===== src/igec_pkg.sv =====
// package for the group-two interrupt enable, edge and master control block
// assumes an APB slave with 32-bit data; offsets are printed word indexes
package igec_pkg;
  // ---------------------------------------------------------------
  // register indexes (byte address is four times the index)
  // ---------------------------------------------------------------
  localparam logic [11:0] IGEC_IDX_REQ = 12'hFC6;
  localparam logic [11:0] IGEC_IDX_ENH = 12'hFC7;
  localparam logic [11:0] IGEC_IDX_ENL = 12'hFC8;
  localparam logic [11:0] IGEC_IDX_PINREQ = 12'hFC3;
  localparam logic [11:0] IGEC_IDX_ES = 12'hFCD;
  localparam logic [11:0] IGEC_IDX_PS = 12'hFCE;
  localparam logic [11:0] IGEC_IDX_CTL = 12'hFCF;
  localparam logic [11:0] IGEC_IDX_ISTAT = 12'hFD0;
  localparam logic [11:0] IGEC_IDX_ICLR = 12'hFD1;
  localparam logic [11:0] IGEC_IDX_IEN = 12'hFD2;
  localparam logic [11:0] IGEC_IDX_VEC = 12'hFD3;
  // ---------------------------------------------------------------
  // field positions and reset values
  // ---------------------------------------------------------------
  localparam int IGEC_CTL_MASTER_INTERRUPT_ENABLE_BIT = 7;
  localparam int IGEC_SRC_TIMER3 = 7;
  localparam int IGEC_SRC_UART_RX = 6;
  localparam int IGEC_SRC_UART_TX = 5;
  localparam int IGEC_SRC_DMA = 4;
  localparam logic [7:0] IGEC_RST_BYTE = 8'h00;
  localparam logic [1:0] IGEC_LVL_OFF = 2'h0;
  localparam logic [1:0] IGEC_LVL_LOW = 2'h1;
  localparam logic [1:0] IGEC_LVL_NOM = 2'h2;
  localparam logic [1:0] IGEC_LVL_HIGH = 2'h3;
  localparam int IGEC_IST_FWD = 0;
  localparam int IGEC_IST_ACK = 1;
  // ---------------------------------------------------------------
  // carriers
  // ---------------------------------------------------------------
  typedef struct packed {
    logic [11:0] idx;
    logic write;
    logic [7:0] wdata;
  } igec_req_t;
  typedef struct packed {
    logic ei;
    logic interrupt_return_instr;
    logic di;
    logic ack;
  } igec_cpu_t;
  typedef enum logic [2:0] {
    IGEC_ST_IDLE = 3'b001,
    IGEC_ST_ACCESS = 3'b010,
    IGEC_ST_DONE = 3'b100
  } igec_apb_st_t;
endpackage : igec_pkg


===== src/igec_ctl.sv =====
// group-two interrupt enables, pin edge and port select, master enable
// assumes pins are asynchronous and cpu strobes are one-cycle pulses on pclk
//
// Functional notes
// - high and low enable bits pair into off, low, nominal, high priority.
// - high enable bit 7 timer3, 6 uart rx, 5 uart tx, 4 dma, 3..0 portc.
// - low enable register uses the same bit mapping as the high register.
// - edge select 0 gives falling edge request, 1 gives rising edge request.
// - pulses wider than two clocks are caught; narrower may be missed.
// - port select 0 takes port A pin, 1 takes port D pin.
// - master enable set by ei, interrupt_return_instr, or software writing one to bit 7.
// - master enable cleared by di, interrupt acknowledge, software writing zero to bit 7, and reset.
// - master enable 0 blocks interrupts; other control bits read zero.
// - a presented request sets its bit in the group-two request register.
// - while disabled, requests stay pending for polling, not forwarded.
`timescale 1ns/10ps
module igec_ctl
  import igec_pkg::*;
#(
  parameter int NPIN = 8
) (
  input wire logic pclk,
  input wire logic presetn,
  input wire logic psel,
  input wire logic penable,
  input wire logic pwrite,
  input wire logic [31:0] paddr,
  input wire logic [31:0] pwdata,
  input wire logic [3:0] pstrb,
  output logic [31:0] prdata,
  output logic pready,
  output logic pslverr,
  input wire logic [7:0] group2_src,
  input wire logic [NPIN-1:0] port_a_pin,
  input wire logic [NPIN-1:0] port_d_pin,
  input wire igec_pkg::igec_cpu_t cpu_ctl,
  output logic cpu_irq_req,
  output logic [3:0] cpu_irq_vec,
  output logic [1:0] cpu_irq_level,
  output logic irq
);
  import igec_pkg::*;

  // ---------------------------------------------------------------
  // helpers
  // ---------------------------------------------------------------
  // pair the two enable bits of one source into a level
  function automatic logic [1:0] igec_level(input logic hi, input logic lo);
    igec_level = {hi, lo};
  endfunction : igec_level

  // ---------------------------------------------------------------
  // apb decode
  // ---------------------------------------------------------------
  logic [11:0] word_idx;
  logic addr_ok;
  logic bus_wr;
  logic bus_rd;
  igec_req_t req;
  assign word_idx = paddr[13:2];
  assign addr_ok = (paddr[31:14] == 18'h00000) && (paddr[1:0] == 2'h0) &&
                   (word_idx == IGEC_IDX_REQ || word_idx == IGEC_IDX_ENH ||
                    word_idx == IGEC_IDX_ENL || word_idx == IGEC_IDX_PINREQ ||
                    word_idx == IGEC_IDX_ES || word_idx == IGEC_IDX_PS ||
                    word_idx == IGEC_IDX_CTL || word_idx == IGEC_IDX_ISTAT ||
                    word_idx == IGEC_IDX_ICLR || word_idx == IGEC_IDX_IEN ||
                    word_idx == IGEC_IDX_VEC);
  // zero-wait slave: access phase always completes
  assign pready = 1'b1;
  assign pslverr = psel & penable & ~addr_ok;
  assign bus_wr = psel & penable & pwrite & addr_ok & pstrb[0];
  assign bus_rd = psel & penable & ~pwrite & addr_ok;
  assign req.idx = word_idx;
  assign req.write = bus_wr;
  assign req.wdata = pwdata[7:0];

  // ---------------------------------------------------------------
  // pin synchronisers and source select
  // ---------------------------------------------------------------
  logic [NPIN-1:0] sa1_ff, sa2_ff, sa3_ff, sd1_ff, sd2_ff, sd3_ff;
  logic [NPIN-1:0] pin_level_ff;
  logic [NPIN-1:0] nxt_pin_level;
  logic [NPIN-1:0] sel_pin;
  logic [NPIN-1:0] pin_edge;
  logic [7:0] enh_ff, enl_ff, es_ff, ps_ff;
  logic [7:0] nxt_enh, nxt_enl, nxt_es, nxt_ps;

  // three stages; a change counts once stages two and three agree
  always_ff @(posedge pclk or negedge presetn) begin
    if (!presetn) begin
      sa1_ff <= '0;
      sa2_ff <= '0;
      sa3_ff <= '0;
      sd1_ff <= '0;
      sd2_ff <= '0;
      sd3_ff <= '0;
      pin_level_ff <= '0;
    end else begin
      sa1_ff <= port_a_pin;
      sa2_ff <= sa1_ff;
      sa3_ff <= sa2_ff;
      sd1_ff <= port_d_pin;
      sd2_ff <= sd1_ff;
      sd3_ff <= sd2_ff;
      pin_level_ff <= nxt_pin_level;
    end
  end

  // filtered level per pin from the selected port
  always_comb begin
    for (int i = 0; i < NPIN; i++) begin
      if (ps_ff[i]) begin
        sel_pin[i] = (sd2_ff[i] == sd3_ff[i]) ? sd3_ff[i] : pin_level_ff[i];
      end else begin
        sel_pin[i] = (sa2_ff[i] == sa3_ff[i]) ? sa3_ff[i] : pin_level_ff[i];
      end
    end
    nxt_pin_level = sel_pin;
  end

  // a port switch can fake one edge; software should clear after switching
  always_comb begin
    for (int i = 0; i < NPIN; i++) begin
      if (es_ff[i]) begin
        pin_edge[i] = sel_pin[i] & ~pin_level_ff[i];
      end else begin
        pin_edge[i] = ~sel_pin[i] & pin_level_ff[i];
      end
    end
  end
  // stage two and three agreement catches any pulse held over two clocks

  // ---------------------------------------------------------------
  // configuration registers
  // ---------------------------------------------------------------
  always_comb begin
    nxt_enh = enh_ff;
    nxt_enl = enl_ff;
    nxt_es = es_ff;
    nxt_ps = ps_ff;
    if (req.write && req.idx == IGEC_IDX_ENH) begin
      nxt_enh = req.wdata;
    end
    if (req.write && req.idx == IGEC_IDX_ENL) begin
      nxt_enl = req.wdata;
    end
    if (req.write && req.idx == IGEC_IDX_ES) begin
      nxt_es = req.wdata;
    end
    if (req.write && req.idx == IGEC_IDX_PS) begin
      nxt_ps = req.wdata;
    end
  end

  always_ff @(posedge pclk or negedge presetn) begin
    if (!presetn) begin
      enh_ff <= IGEC_RST_BYTE;
      enl_ff <= IGEC_RST_BYTE;
      es_ff <= IGEC_RST_BYTE;
      ps_ff <= IGEC_RST_BYTE;
    end else begin
      enh_ff <= nxt_enh;
      enl_ff <= nxt_enl;
      es_ff <= nxt_es;
      ps_ff <= nxt_ps;
    end
  end

  // ---------------------------------------------------------------
  // request registers and master enable
  // ---------------------------------------------------------------
  logic [7:0] req2_ff, nxt_req2;
  logic [NPIN-1:0] pinreq_ff, nxt_pinreq;
  logic master_interrupt_enable_ff, nxt_master_interrupt_enable;
  logic [3:0] win_idx;
  logic [1:0] win_lvl;
  logic win_any;
  logic [3:0] vec_ff, nxt_vec;
  logic [1:0] lvl_ff, nxt_lvl;
  logic fwd_ff, nxt_fwd;

  // winner: highest level first, then highest bit index
  always_comb begin
    logic [1:0] lv;
    lv = IGEC_LVL_OFF;
    win_idx = 4'h0;
    win_lvl = IGEC_LVL_OFF;
    win_any = 1'b0;
    for (int i = 0; i < 8; i++) begin
      lv = igec_level(enh_ff[i], enl_ff[i]);
      if (req2_ff[i] && lv != IGEC_LVL_OFF && (!win_any || lv > win_lvl)) begin
        win_any = 1'b1;
        win_lvl = lv;
        win_idx = 4'(i);
      end else if (req2_ff[i] && lv != IGEC_LVL_OFF && lv == win_lvl) begin
        win_idx = 4'(i);
      end
    end
  end

  // set wins over a software clear in the same cycle
  always_comb begin
    nxt_req2 = req2_ff;
    nxt_pinreq = pinreq_ff;
    if (req.write && req.idx == IGEC_IDX_REQ) begin
      nxt_req2 = req.wdata;
    end
    if (req.write && req.idx == IGEC_IDX_PINREQ) begin
      nxt_pinreq = req.wdata[NPIN-1:0];
    end
    if (cpu_ctl.ack && fwd_ff) begin
      nxt_req2[vec_ff[2:0]] = 1'b0;
    end
    nxt_req2[3:0] = nxt_req2[3:0] | pin_edge[3:0];
    nxt_req2 = nxt_req2 | group2_src;
    nxt_pinreq = nxt_pinreq | pin_edge;
  end

  // hardware strobes outrank a software write; clear outranks set
  always_comb begin
    nxt_master_interrupt_enable = master_interrupt_enable_ff;
    if (req.write && req.idx == IGEC_IDX_CTL && req.wdata[IGEC_CTL_MASTER_INTERRUPT_ENABLE_BIT]) begin
      nxt_master_interrupt_enable = 1'b1;
    end else if (req.write && req.idx == IGEC_IDX_CTL) begin
      nxt_master_interrupt_enable = 1'b0;
    end
    if (cpu_ctl.ei || cpu_ctl.interrupt_return_instr) begin
      nxt_master_interrupt_enable = 1'b1;
    end
    if (cpu_ctl.di || cpu_ctl.ack) begin
      nxt_master_interrupt_enable = 1'b0;
    end
  end

  // forward only while enabled; otherwise requests wait for polling
  always_comb begin
    nxt_fwd = master_interrupt_enable_ff & win_any & ~cpu_ctl.ack;
    nxt_vec = win_any ? win_idx : vec_ff;
    nxt_lvl = win_any ? win_lvl : IGEC_LVL_OFF;
  end

  always_ff @(posedge pclk or negedge presetn) begin
    if (!presetn) begin
      req2_ff <= IGEC_RST_BYTE;
      pinreq_ff <= '0;
      master_interrupt_enable_ff <= 1'b0;
      fwd_ff <= 1'b0;
      vec_ff <= 4'h0;
      lvl_ff <= IGEC_LVL_OFF;
    end else begin
      req2_ff <= nxt_req2;
      pinreq_ff <= nxt_pinreq;
      master_interrupt_enable_ff <= nxt_master_interrupt_enable;
      fwd_ff <= nxt_fwd;
      vec_ff <= nxt_vec;
      lvl_ff <= nxt_lvl;
    end
  end

  assign cpu_irq_req = fwd_ff;
  assign cpu_irq_vec = vec_ff;
  assign cpu_irq_level = lvl_ff;

  // ---------------------------------------------------------------
  // block interrupt status, clear and enable
  // ---------------------------------------------------------------
  logic [1:0] ist_ff, nxt_ist, ien_ff, nxt_ien;
  always_comb begin
    nxt_ist = ist_ff;
    nxt_ien = ien_ff;
    if (req.write && req.idx == IGEC_IDX_ICLR) begin
      nxt_ist = ist_ff & ~req.wdata[1:0];
    end
    if (req.write && req.idx == IGEC_IDX_IEN) begin
      nxt_ien = req.wdata[1:0];
    end
    // events set after the clear so a same-cycle event survives
    if (nxt_fwd && !fwd_ff) begin
      nxt_ist[IGEC_IST_FWD] = 1'b1;
    end
    if (cpu_ctl.ack) begin
      nxt_ist[IGEC_IST_ACK] = 1'b1;
    end
  end

  always_ff @(posedge pclk or negedge presetn) begin
    if (!presetn) begin
      ist_ff <= 2'h0;
      ien_ff <= 2'h0;
    end else begin
      ist_ff <= nxt_ist;
      ien_ff <= nxt_ien;
    end
  end
  assign irq = |(ist_ff & ien_ff);

  // ---------------------------------------------------------------
  // read mux
  // ---------------------------------------------------------------
  logic [7:0] rd_byte;
  always_comb begin
    case (word_idx)
      IGEC_IDX_REQ: rd_byte = req2_ff;
      IGEC_IDX_ENH: rd_byte = enh_ff;
      IGEC_IDX_ENL: rd_byte = enl_ff;
      IGEC_IDX_PINREQ: rd_byte = 8'(pinreq_ff);
      IGEC_IDX_ES: rd_byte = es_ff;
      IGEC_IDX_PS: rd_byte = ps_ff;
      IGEC_IDX_CTL: rd_byte = {master_interrupt_enable_ff, 7'h00};
      IGEC_IDX_ISTAT: rd_byte = {6'h00, ist_ff};
      IGEC_IDX_IEN: rd_byte = {6'h00, ien_ff};
      IGEC_IDX_VEC: rd_byte = {2'h0, lvl_ff, vec_ff};
      default: rd_byte = 8'h00;
    endcase
  end
  // read data is combinational over registered state; zero when not reading
  assign prdata = bus_rd ? {24'h000000, rd_byte} : 32'h00000000;
endmodule : igec_ctl


===== config.mk =====
export PLATFORM = sky130hd
export DESIGN_NAME = igec_ctl
export DESIGN_NICKNAME = d
export VERILOG_FILES = /design/src/igec_pkg.sv /design/src/igec_ctl.sv
export SDC_FILE = /design/constraint.sdc
export NUM_CORES = 1
export LEC_CHECK = 0
export ABC_AREA = 1
export BUFFER_PORTS_ARGS = -buffer_cell sky130_fd_sc_hd__buf_2
export CAP_MARGIN = 15
export CELL_PAD_IN_SITES_DETAIL_PLACEMENT = 1
export CELL_PAD_IN_SITES_GLOBAL_PLACEMENT = 1
export CORE_UTILIZATION = 36
export DETAILED_ROUTE_END_ITERATION = 12
export PLACE_DENSITY_LB_ADDON = 0.1
export SYNTH_ARGS = -nofsm -noshare
export SYNTH_HDL_FRONTEND = slang
export SYNTH_SLANG_ARGS = --single-unit

===== constraint.sdc =====
create_clock -name pclk -period 16.85 [get_ports pclk]
set_clock_uncertainty 0.15 [all_clocks]
set_input_delay 0 -clock pclk [delete_from_list [all_inputs] [get_ports pclk]]
set_output_delay 0 -clock pclk [all_outputs]
set_load 0.01 [all_outputs]

# --- After elaboration in Yosys (flattened, before gate mapping) ---
# Cells that the tools add are included.
word_totals:
  ff_bits: 116
  inputBits: 101
  out_inout_bits: 42
  wordCells: 270
classes:
  magnitude_cmp: 9
  eq_ne: 34
  muxes: 77
  bitwise_logic: 52
  reduce_logical: 78
op_table:
  columns: ["operator", "count"]
  rows:
  - ["$eq 12x12->1 const B", 11]
  - ["$pmux 8 s10", 1]
  - ["$mux 1", 49]
  - ["$mux 4", 12]
  - ["$logic_and 1x1->1", 37]
  - ["$mux 8", 4]
  - ["$and 1x1->1", 25]
  - ["$mux 2", 10]
  - ["$reduce_bool 2->1", 10]
  - ["$logic_or 1x1->1", 19]
  - ["$not 1->1", 19]
  - ["$logic_not 18->1", 1]
  - ["$eq 1x1->1", 16]
  - ["$or 8x8->8", 2]
  - ["$eq 2x2->1", 7]
  - ["$gt 2x2->1", 7]
  - ["$and 8x8->8", 1]
  - ["$logic_not 1->1", 8]
  - ["$not 8->8", 1]
  - ["$and 2x2->2", 2]
  - ["$lt 3x4->1 const B", 1]
  - ["$or 4x4->4", 1]
  - ["$reduce_bool 4->1", 1]
  - ["$demux 1 s3", 1]
  - ["4 further kinds", 4]

# --- Longest topological paths before layout ---
# Gate-level depths: netlist (run 1).
depth:
  depth_word: 35
  mapped_depth: 62
  ltp_nobuf: 62

# --- Least setup slack after synthesis (run 1) ---
# OpenSTA, ideal clock, no wires.
synth_timing:
  kind: "reg2reg"
  from: "register req2_ff[0]"
  to: "register vec_ff[1], in the netlist cpu_irq_vec[1]"
  setup_ns: 0.117
  arrival_time_ns: 6.570
  required_time_ns: 16.583
  slack_ns: 10.013
  stages_incl_launch_ff: 59
  path_buffers: 0
  synth_period_minus_slack_ns: 6.837
  cell_sequence: "dfrtp_1 > nand2_1 > inv_1 > ha_1 > nand2_1 > nand2_1 > nand2_1 > nand2_1 > nand2_1 > nand2_1 > ha_1 > inv_1 > nor2_1 > o21ai_0 > nand2_1 > nand2_1 > inv_1 > nand2_1 > [23 not listed] > inv_1 > nand2_1 > and2_1 > ha_1 > nand2_1 > inv_1 > o22ai_1 > nand2_1 > inv_1 > nand2_1 > and2_1 > ha_1 > a21oi_1 > o21ai_0 > o21ai_0 > nand2_1 > nor2_1 > nor2_1"
synth_via:
  elab_chain_cells: 30
  word_cells_on_any_way: 68
  cone_classes: "order compare: 7; eq/ne: 6; mux: 27; reduce/logical: 28"
synth_rtl:
  columns: ["element", "line_no", "source"]
  rows:
  - ["from (decl)", "igec_ctl.sv:172", "logic [7:0] req2_ff, nxt_req2;"]
  - ["from (signal assigned)", "igec_ctl.sv:251", "req2_ff <= nxt_req2;"]
  - ["$logic_and 1x1->1 (*)", null, null]
  - ["$mux 2 / $mux 1 (equally long branches)", "igec_ctl.sv:191", "if (req2_ff[i] && lv != IGEC_LVL_OFF && (!win_any || lv > win_lvl)) begin"]
  - ["$gt 2x2->1 / $logic_not 1->1 (equally long branches)", "igec_ctl.sv:191", null]
  - ["$logic_or 1x1->1", "igec_ctl.sv:191", null]
  - ["$logic_and 1x1->1", "igec_ctl.sv:191", null]
  - ["$mux 2 / $mux 1 (equally long branches)", "igec_ctl.sv:191", null]
  - ["$gt 2x2->1 / $logic_not 1->1 (equally long branches)", "igec_ctl.sv:191", null]
  - ["$logic_or 1x1->1", "igec_ctl.sv:191", null]
  - ["[14 not listed]", null, null]
  - ["$gt 2x2->1 / $logic_not 1->1 (equally long branches)", "igec_ctl.sv:191", null]
  - ["$logic_or 1x1->1", "igec_ctl.sv:191", null]
  - ["$logic_and 1x1->1", "igec_ctl.sv:191", null]
  - ["$mux 2 / $mux 1 (equally long branches)", "igec_ctl.sv:191", null]
  - ["$gt 2x2->1, or another cell as far along", "igec_ctl.sv:191", null]
  - ["$logic_or 1x1->1 / $logic_and 1x1->1 (equally long branches)", "igec_ctl.sv:191, igec_ctl.sv:195", null]
  - ["$logic_and 1x1->1 / $mux 4 (equally long branches)", "igec_ctl.sv:191, igec_ctl.sv:195", null]
  - ["$mux 4 / $mux 1 (equally long branches)", "igec_ctl.sv:191", null]
  - ["to (signal assigned)", "igec_ctl.sv:255", "vec_ff <= nxt_vec;"]
  - ["to (decl)", "igec_ctl.sv:178", "logic [3:0] vec_ff, nxt_vec;"]
# Every way passes the cells marked *; elsewhere a longest branch is shown, timed or not.
# A chain may end at the register's enable or synchronous reset.

# --- Final worst setup path (run 1) ---
# Ends and elaborated chain as after synthesis.

==> results.md, run 1 <==
- Status: complete, no violations
- First-pass GRT wire length: 29,300 µm
- Ys async rst share: 100%
- Remaining Overflow, GRT: 0
- Register Area: 2880 µm²
- Area of the multi-input gates: around 2600 µm²
- Required time of the critical path: between 15 and 20 ns
- Core area: about 16,000 µm²
- Placement Cell Area: about 6600 µm²
- Post-route DRC: 0
- Synth Flop Type: dfrtp_1
- Number of hold buffers added after cts: 52
- Top achievable clock speed: 126 MHz
- CP arrival: between 8 and 9 ns
- Int Power: 491 µW
- Routed met1 length: 7790 µm
- Power Dens Cells: 86.8 nW/µm²
- Resize count post-CTS: 0
- Crit path time final: between 7 and 8 ns
- Met3 wire length: 544 µm
- Yosys warning total: 0
- Max transition margin: 49.2%
- Fin crit share: 47.1%
- GPL Wtd Cong: 0.837
- Sequential power share: a little over two fifths
- Initial DRT Pass Iterations: 4
- CP max-delay cell: dfrtp_1
- Final setup violating endpoints: 0
- Die area: ~17,000 µm²
- Most frequent cell after synthesis: nand2_1
- Mapped Area: 6010 µm²
- Net Sw Frac: 25.7%
- RSZ-0062 raised after global routing: no
- Antenna Nets Post-Route: 0
- Max_cap viols: 0
- Top delay family on crit path: simple AND/OR/NAND/NOR gates
- Hold WS: 0.0322 ns
- Synthesized instance count: 733
- Initial DRC Count: 214
- Crit Path Max Fanout: 5
- Synth Register Bits: 115
- Placed Cells: 1,030
- HPWL after DPL: ~13,000 µm
- Root Driver: clkbuf_16
- Reg-to-Reg Start: req2_ff[0]
- CP Launch Type: flop
- Largest cells by area after synthesis: dfrtp_1 48%, nand2_1 12%, inv_1 6.2%
- Worst R2R Path Depth: 58
- Rows: 46
- Post-CTS Setup Inserts: 0
- Crit Path Category: flop to flop
- CTS Buffer Depth: 2
- Post-synth EDFFs: 0
- Clock Pin Slew Worst Setup and Hold Paths: roughly 0.060 ns
- Syn-to-layout area delta: 26.8%
- Gr usage total: 21.8%
- Chip Height: 131 µm
- Worst Setup End Kind: flop
- CTS tree: yes
- Clock sinks: 115
- Number of diodes: 0
- Syn Area/Cell: 8.20 µm²
- Switching pwr: 170 µW
- Most frequent cells after synthesis: 193 x nand2_1, 115 x dfrtp_1, 99 x inv_1
- Fin cells: roughly 1,100
- Yosys top cell by area: dfrtp_1
- # fillers: approximately 2,000
- Yosys top cell area share: 47.9%
- Final Max Slew Viols: 0
- Synth unique cells: 36
- Clock Power Share: 49.5%
- Most used cell along the critical path: nand2_1
- Worst hold path type: input pin to async pin
- Static leakage: 0.00384 µW
- Horiz. Die Dim: 131 µm
- Antenna violations before repair: 0
- Total CTS buffers: 17
- Sequential element share of the synthesized area: 47.9%
- Routed wl met2: between 8000 and 9000 µm
- Tightest Pin Transition: about 0.76 ns
- Nets: 1,000
- CP max stage delay: between 0.4 and 0.5 ns
- DR vias/cell: 4.93
- Drt wl/cell: roughly 16 µm
- Worst reg2reg setup slack: 8.91 ns
- Total via count in the routed design: 5,491
- H-tree depth: 4
- Combinational share of power: 6.7%
- Skew-Pair Late Insertion Delay: 0.42 ns
- Total Routed Length: roughly 18,000 µm
- Starting Density: 37.3%
- Buffers on Ports: 89
- Design Area, Final: 7620 µm²
- Top sig layer: met4
- Maximum vdd drop: 0.0000824 V
- IO Count: 143
- Largest net degree at the start of global routing: 61
- Worst path buffer plus inverter count: 12
- Crit Reg-Reg Endpoint: cpu_irq_vec[1]
- Final hold violation count: 0
- Layout cells sized above 1: 17.0%
- Final setup TNS: 0 ns
- Vias in the first global route: 5,952
[flip-flops by register name (all words and copies together) (netlist names)]
| signal | flops |
|---|---|
| master_interrupt_enable_ff | 1 |
| pinreq_ff | 8 |
| pin_level_ff | 8 |
| enl_ff | 8 |
| sa2_ff | 8 |
| req2_ff | 8 |
| ps_ff | 8 |
| es_ff | 8 |
| cpu_irq_level | 2 |
| cpu_irq_req | 1 |
| sd3_ff | 8 |
| sa1_ff | 8 |
| ist_ff | 2 |
| enh_ff | 8 |
| ien_ff | 2 |
| sd2_ff | 8 |
| sd1_ff | 8 |
| sa3_ff | 8 |
| cpu_irq_vec | 3 |
[power groups by stage]
stage | registers, µW | clock network [µW] | logic (µW)
2_1_floorplan | 293 | 0 | 21.1
3_3_place_gp | 293 | 0 | 35.4
3_5_place_dp | 294 | 0 | 37.0
4_1_cts | 290 | 335 | 44.7
5_1_grt | 291 | 348 | 50.1
6_report | 289 | 328 | 44.3
[layout by cell type, fill, tap and decap left out, types with 5 or more instances in the layout]
cell | Yosys | routed
conb_1 | 2 | 26
nand3_1 | 48 | 48
and2_1 | 6 | 6
nand2_1 | 193 | 193
o21ai_0 | 31 | 31
o21ai_2 | 14 | 14
nor4_1 | 5 | 5
clkbuf_16 | 0 | 17
a31oi_1 | 5 | 5
o211ai_1 | 10 | 10
inv_1 | 99 | 99
nor2_1 | 45 | 45
o22ai_1 | 13 | 13
clkinvlp_4 | 0 | 5
ha_1 | 14 | 14
a21oi_1 | 43 | 43
dfrtp_1 | 115 | 115
o21ai_1 | 22 | 22
dlygate4sd3_1 | 0 | 52
buf_2 | 0 | 88
[worst max path at each step]
stage	from	to	slack [ns]	cells past startpoint
2_1_floorplan	req2_ff[0]	cpu_irq_vec[1]	10.01	58
3_3_place_gp	req2_ff[0]	cpu_irq_vec[1]	9.30	58
3_5_place_dp	req2_ff[0]	cpu_irq_vec[1]	8.96	58
4_1_cts	req2_ff[0]	cpu_irq_vec[1]	8.87	58
5_1_grt	req2_ff[0]	cpu_irq_vec[1]	8.05	58
6_report	req2_ff[0]	cpu_irq_vec[1]	8.91	58
[stage by stage]
step	worst slack, ns	utilization, %	power, µW
after floorplan	10.01	-	314
after global placement	9.30	40.7	329
after detailed placement	8.96	40.7	331
after CTS	8.87	47.3	670
after global routing	8.05	47.3	689
final	8.91	47.3	661
[area by class of cell]
cell class	count	share of cell area, %
Clock buffer	18	5.63
Multi-Input combinational cell	509	34.0
Clock inverter	14	1.38
Timing Repair Buffer	142	12.8
Sequential cell	115	37.8
Inverter	100	4.93
Tap cell	216	3.55
[metal layers]
metal  up-vias  GRT usage, %
li1       2664             -
met1      2692          26.3
met2       108          38.2
met3        27          4.32
met4         0          8.30
met5         -             0
[cell families after synthesis]
| kind of cell | after synthesis | synth area share (%) |
|---|---|---|
| fa+ha+maj | 14 | 2.91 |
| buf+inv | 133 | 10.6 |
| other cells | 2 | 0.125 |
| compound gates | 147 | 14.4 |
| flops | 115 | 47.9 |
| simple gates | 322 | 24.1 |
Power figures use the tool's default switching activity.
==> run 2, diff against run 1 <==
- clock period: 16.85 -> 6.7 ns (I/O delays scaled with it)
==> run 2 against run 1 <==
Effect of this change:
- hold slack better by 0.013 ns
- clock power grew to 2.7 times the previous value
- the run now ends with negative setup slack left
- register-to-register slack worse by 9.8 ns
- largest cell class is now multi-input combinational cells
- global-route usage is 6.0 points higher
- routed wire length is 43% higher
- sequential cell count did not move
- core utilization up 11 points
- fmax up 4.4%
==> results.md, run 2 (synthesized netlist as in run 1, its figures left out) <==
- Layout cells sized above 1: 38.6%
- Remaining Overflow, GRT: 0
- Skew-Pair Late Insertion Delay: 0.42 ns
- Reg-to-Reg Start: enl_ff[0]
- Fin cells: roughly 1,300
- H-tree depth: 4
- Crit Path Category: flop to flop
- Crit path time final: 7.60 ns
- Total via count in the routed design: 6,431
- Clock Pin Slew Worst Setup and Hold Paths: 0.07 ns
- Failing checks: negative setup slack
- GPL Wtd Cong: 0.851
- Horiz. Die Dim: 131 µm
- First-pass GRT wire length: ~37,000 µm
- DR vias/cell: 5.08
- Final Max Slew Viols: 0
- # fillers: between 1,500 and 2,000
- HPWL after DPL: around 14,000 µm
- Chip Height: between 100 and 150 µm
- Worst hold path type: input pin to flop
- Fin util: 58.3%
- Total CTS buffers: 17
- Worst R2R Path Depth: between 60 and 70
- Core area: 16,100 µm²
- Total Routed Length: 25,100 µm
- Nets: 1,152
- Buffers on Ports: a little under 90
- CP max-delay cell: dfrtp_1
- Antenna violations before repair: 0
- Max transition margin: between 40% and 50%
- Clock sinks: 115
- Pre-CTS WS: -0.857 ns
- Placed Cells: 1,061
- Final hold violation count: 0
- Status: finished with violations
- CP Launch Type: flop
- Power Dens Cells: 184 nW/µm²
- Area of the multi-input gates: between 3000 and 4000 µm²
- Tightest Pin Transition: 0.864 ns
- CP arrival: 7.77 ns
- Rows: 46
- Max_cap viols: 0
- Final WS setup: -0.904 ns
- Worst Setup End Kind: flop
- Power Total: between 1500 and 2000 µW
- CTS Buffer Depth: 2
- Top achievable clock speed: approximately 130 MHz
- Root Driver: clkbuf_16
- Drt wl/cell: around 20 µm
- Crit Reg-Reg Endpoint: cpu_irq_vec[1]
- Syn-to-layout area delta: 56.3%
- Initial DRT Pass Iterations: 4
- Hold endpoint: ien_ff[1]
- Crit Path Max Fanout: 4
- Most frequent cells in the layout: 157 x nand2_1, 145 x buf_4, 115 x dfrtp_1
- Fin crit share: 113%
- CP max stage delay: 0.42 ns
- Most used cell along the critical path: nand2_2
- Hold depth: 6
- Largest net degree at the start of global routing: 68
- Placement Cell Area: 6800 µm²
- Worst reg2reg setup slack: -0.90 ns
- CTS tree: yes
- Design Area, Final: 9400 µm²
- Initial DRC Count: roughly 280
- Number of diodes: 0
- Worst path buffer plus inverter count: 19
- Maximum vdd drop: ~0.00022 V
- Final setup violating endpoints: 5
- Starting Density: 37.3%
- Vias in the first global route: 6,954
- Post-route DRC: 0
- Die area: 17,200 µm²
- Antenna Nets Post-Route: 0
- Hold Crit Start: paddr[5]
- Register Area: 2880 µm²
- Top delay family on crit path: simple AND/OR/NAND/NOR gates
- Gr usage total: 27.8%
- IO Count: 143
- Leading cell type in the layout, fill and taps excluded: nand2_1
- Static leakage: 0.00473 µW
- RSZ-0062 raised after global routing: yes
- Required time of the critical path: 6.87 ns
-- run 2: final cells by class --
type,instances,area share [%]
clock buffers,18,4.57
clock inverters,14,1.52
inverters,100,4.08
multi-input cells,509,33.5
flip-flops and latches,115,30.6
well taps,216,2.88
repair buffers,294,22.9
-- run 2: what timing repair did --
action	CTS	global route
gates resized for setup	61	80
pin swaps	46	46
hold buffers	54	0
setup buffers	116	14
endpoints found under the setup margin	5	5
endpoints found under the hold margin	118	0
-- run 2: where the power goes --
group	leakage (µW)	internal (µW)	total, µW	switching, µW
Combinational	0.00307	47.0	115	67.6
Sequential	0.00139	715	728	13.0
Clock	0.000277	521	885	364
Total	0.00473	1280	1730	445
-- run 2: metal layers --
layer	up-vias	wire, µm	track usage (%)
met4	0	1280	15.1
met3	93	879	4.67
li1	2969	-	-
met1	3203	9810	31.1
met5	-	0	0
met2	166	13200	50.0
-- run 2: worst max-delay path by stage --
stage	startpoint	endpoint	slack (ns)	depth (start not counted)
3_5_place_dp	req2_ff[0]	cpu_irq_vec[1]	-0.86	58
3_3_place_gp	req2_ff[0]	cpu_irq_vec[1]	-0.30	58
5_1_grt	enl_ff[0]	cpu_irq_vec[1]	-1.13	61
6_report	enl_ff[0]	cpu_irq_vec[1]	-0.90	61
2_1_floorplan	req2_ff[0]	cpu_irq_vec[1]	0.003	58
4_1_cts	req2_ff[0]	cpu_irq_vec[1]	-0.31	58
-- run 2: through the flow --
| step | TNS (ns) | hold slack [ns] |
|---|---|---|
| after floorplan | 0 | -0.446 |
| final | -4.03 | 0.0451 |
| after CTS | -1.23 | 0.0256 |
| after detailed placement | -3.89 | -0.0824 |
| after global placement | -1.24 | -0.0866 |
| after global routing | -5.19 | 0.0560 |
-- run 2: tightest hold or removal path, cell delays in order --
cell	delay, ns
buf_2	0.11
inv_1	0.04
nand2_1	0.13
nor2_1	0.07
nand3_1	0.14
o21ai_1	0.07
==> run 3, diff against run 2 <==
- PLACE_DENSITY: unset -> 0.75
- PLACE_DENSITY_LB_ADDON: 0.1 -> unset
- SLEW_MARGIN: unset -> 20
- clock period: 6.7 -> 7.7 ns (I/O delays scaled with it)
==> run 3 against run 2 <==
Effect of this change:
- the run now ends clean
- core utilization shrank 6.6 points
- final area fell by 11%
- via count fell by 9.0%
- hold slack worse by 0.040 ns
- sequential cell count did not move
- global-route usage decreased by 3.6 points
- non-clock buffer count is 104 lower
- combinational power down 14%
- critical endpoint is now cpu_irq_level[0]
==> results.md, run 3 (synthesized netlist as in run 1, its figures left out) <==
- Crit path time final: about 7.6 ns
- Post-route DRC: 0
- Layout cells sized above 1: 27.2%
- Switching pwr: 364 µW
- First-pass GRT wire length: 32,100 µm
- Worst reg2reg setup slack: 0.07 ns
- Final setup TNS: 0 ns
- GR Util met2: 42.3%
- Initial DRT Pass Iterations: 5
- Max transition margin: 42.7%
- CP Launch Type: flop
- Sequential power share: 40.9%
- Met3 Usage GRT: 4.98%
- Vias in the first global route: between 6,000 and 7,000
- GPL Wtd Cong: 0.821
- Total via count in the routed design: ~5,900
- # fillers: ~1,900
- Nets: about 1,000
- Crit Path Max Fanout: 4
- Worst Setup End Kind: flop
- Clock Power Share: 52.7%
- Placement Cell Area: around 6600 µm²
- Number of diodes: 0
- HPWL after DPL: ~13,000 µm
- Max_cap viols: 0
- Buffers on Ports: 89
- Crit Path Category: flop to flop
- Status: complete, no violations
- Horiz. Die Dim: 131 µm
- Final Max Slew Viols: 0
- Maximum vdd drop: ~0.0002 V
- Syn-to-layout area delta: 38.8%
- Combinational share of power: 6.4%
- Skew-Pair Late Insertion Delay: 0.42 ns
- Root Driver: clkbuf_16
- Final WS setup: about 0.075 ns
- Most frequent cells in the layout: 173 x nand2_1, 115 x dfrtp_1, 89 x inv_1
- Fin crit share: 99.0%
- Gr usage total: 24.2%
- CP arrival: 7.79 ns
- Design Area, Final: roughly 8300 µm²
- Chip Height: 131 µm
- H-tree depth: 4
- Final hold violation count: 0
- GRT busiest layer: met2
- Rows: 46
- Total CTS buffers: 17
- Clock sinks: 115
- Fin util: 51.7%
- Core area: 16,100 µm²
- Int Power: roughly 1200 µW
- Final setup violating endpoints: 0
- Clock Pin Slew Worst Setup and Hold Paths: 0.06 ns
- Most used cell along the critical path: nand2_1
- Top achievable clock speed: roughly 130 MHz
- CTS Buffer Depth: 2
- Starting Density: 37.3%
- Net Sw Frac: 23.4%
- Fin cells: 1,161
- Die area: 17,200 µm²
- Remaining Overflow, GRT: 0
- Power Dens Cells: 186 nW/µm²
- Placed Cells: 1,031
- Static leakage: 0.00412 µW
- Largest net degree at the start of global routing: between 60 and 70
- CP max stage delay: 0.40 ns
- Total Routed Length: 20,700 µm
- Pre-CTS WS: -0.102 ns
- CTS tree: yes
- Drt wl/cell: 17.8 µm
- Required time of the critical path: 7.87 ns
- CP max-delay cell: dfrtp_1
- IO Count: 143
- Antenna Nets Post-Route: 0
- Leading cell type in the layout, fill and taps excluded: nand2_1
- Antenna violations before repair: 0
- GR Util met1: ~27%
- DR vias/cell: 5.04
- Tightest Pin Transition: around 0.86 ns
- Worst hold path type: input pin to async pin
- Initial DRC Count: roughly 230
run 3: critical path: cells and delay by family, from the launching register on:
kind / cells / cell delay (ns)
AND/OR/NAND/NOR: 32 / 2.99
adder cells (fa/ha/maj): 7 / 1.93
buffers and inverters: 13 / 1.07
AO/OA/AOI/OAI: 7 / 0.96
flip-flops: 1 / 0.40
run 3: cell type report:
cell class	count	area (µm²)	area share [%]
Timing Repair Buffer	190	1340	16.1
Sequential cell	115	2880	34.5
Clock inverter	11	154	1.85
Multi-Input combinational cell	509	2860	34.3
Tap cell	216	270	3.24
Clock buffer	20	457	5.48
Inverter	100	375	4.50
run 3: path summary, 6_finish.rpt:
| kind | start | endpoint | cells after the start |
|---|---|---|---|
| max in group asynchronous | presetn | ps_ff[2] | 3 |
| min | presetn | sa1_ff[7] | 2 |
| max reg2reg | req2_ff[0] | cpu_irq_level[0] | 59 |
| min in group pclk | penable | pinreq_ff[2] | 7 |
| min reg2reg | sa1_ff[4] | sa2_ff[4] | 0 |
| max | req2_ff[0] | cpu_irq_level[0] | 59 |
run 3: per-stage QoR:
stage	hold slack (ns)	total power (µW)
2_1_floorplan	-0.446	687
3_3_place_gp	-0.0799	721
3_5_place_dp	-0.0726	726
4_1_cts	0.0172	1560
5_1_grt	0.0546	1600
6_report	0.00505	1550
run 3: layer usage:
metal | vias up | wire length (µm)
li1 | 2747 | -
met1 | 2896 | 8280
met2 | 163 | 10800
met3 | 49 | 906
met4 | 0 | 690
met5 | - | 0
run 3: power groups by stage:
stage	logic, µW	clock network (µW)	registers (µW)
CTS	98.1	828	634
finish	99.4	818	634
floorplan	46.2	0	641
global route	111	854	636
global placement	78.1	0	643
detailed placement	81.1	0	645
run 3: repair_timing:
item / 4_1_cts / 5_1_grt
setup buffers: 39 / 12
cloned: 0 / 0
gates resized for setup: 3 / 69
hold buffers: 52 / 0
endpoints found under the hold margin: 117 / 0
endpoints found under the setup margin: 5 / 5
pin swaps: 2 / 24
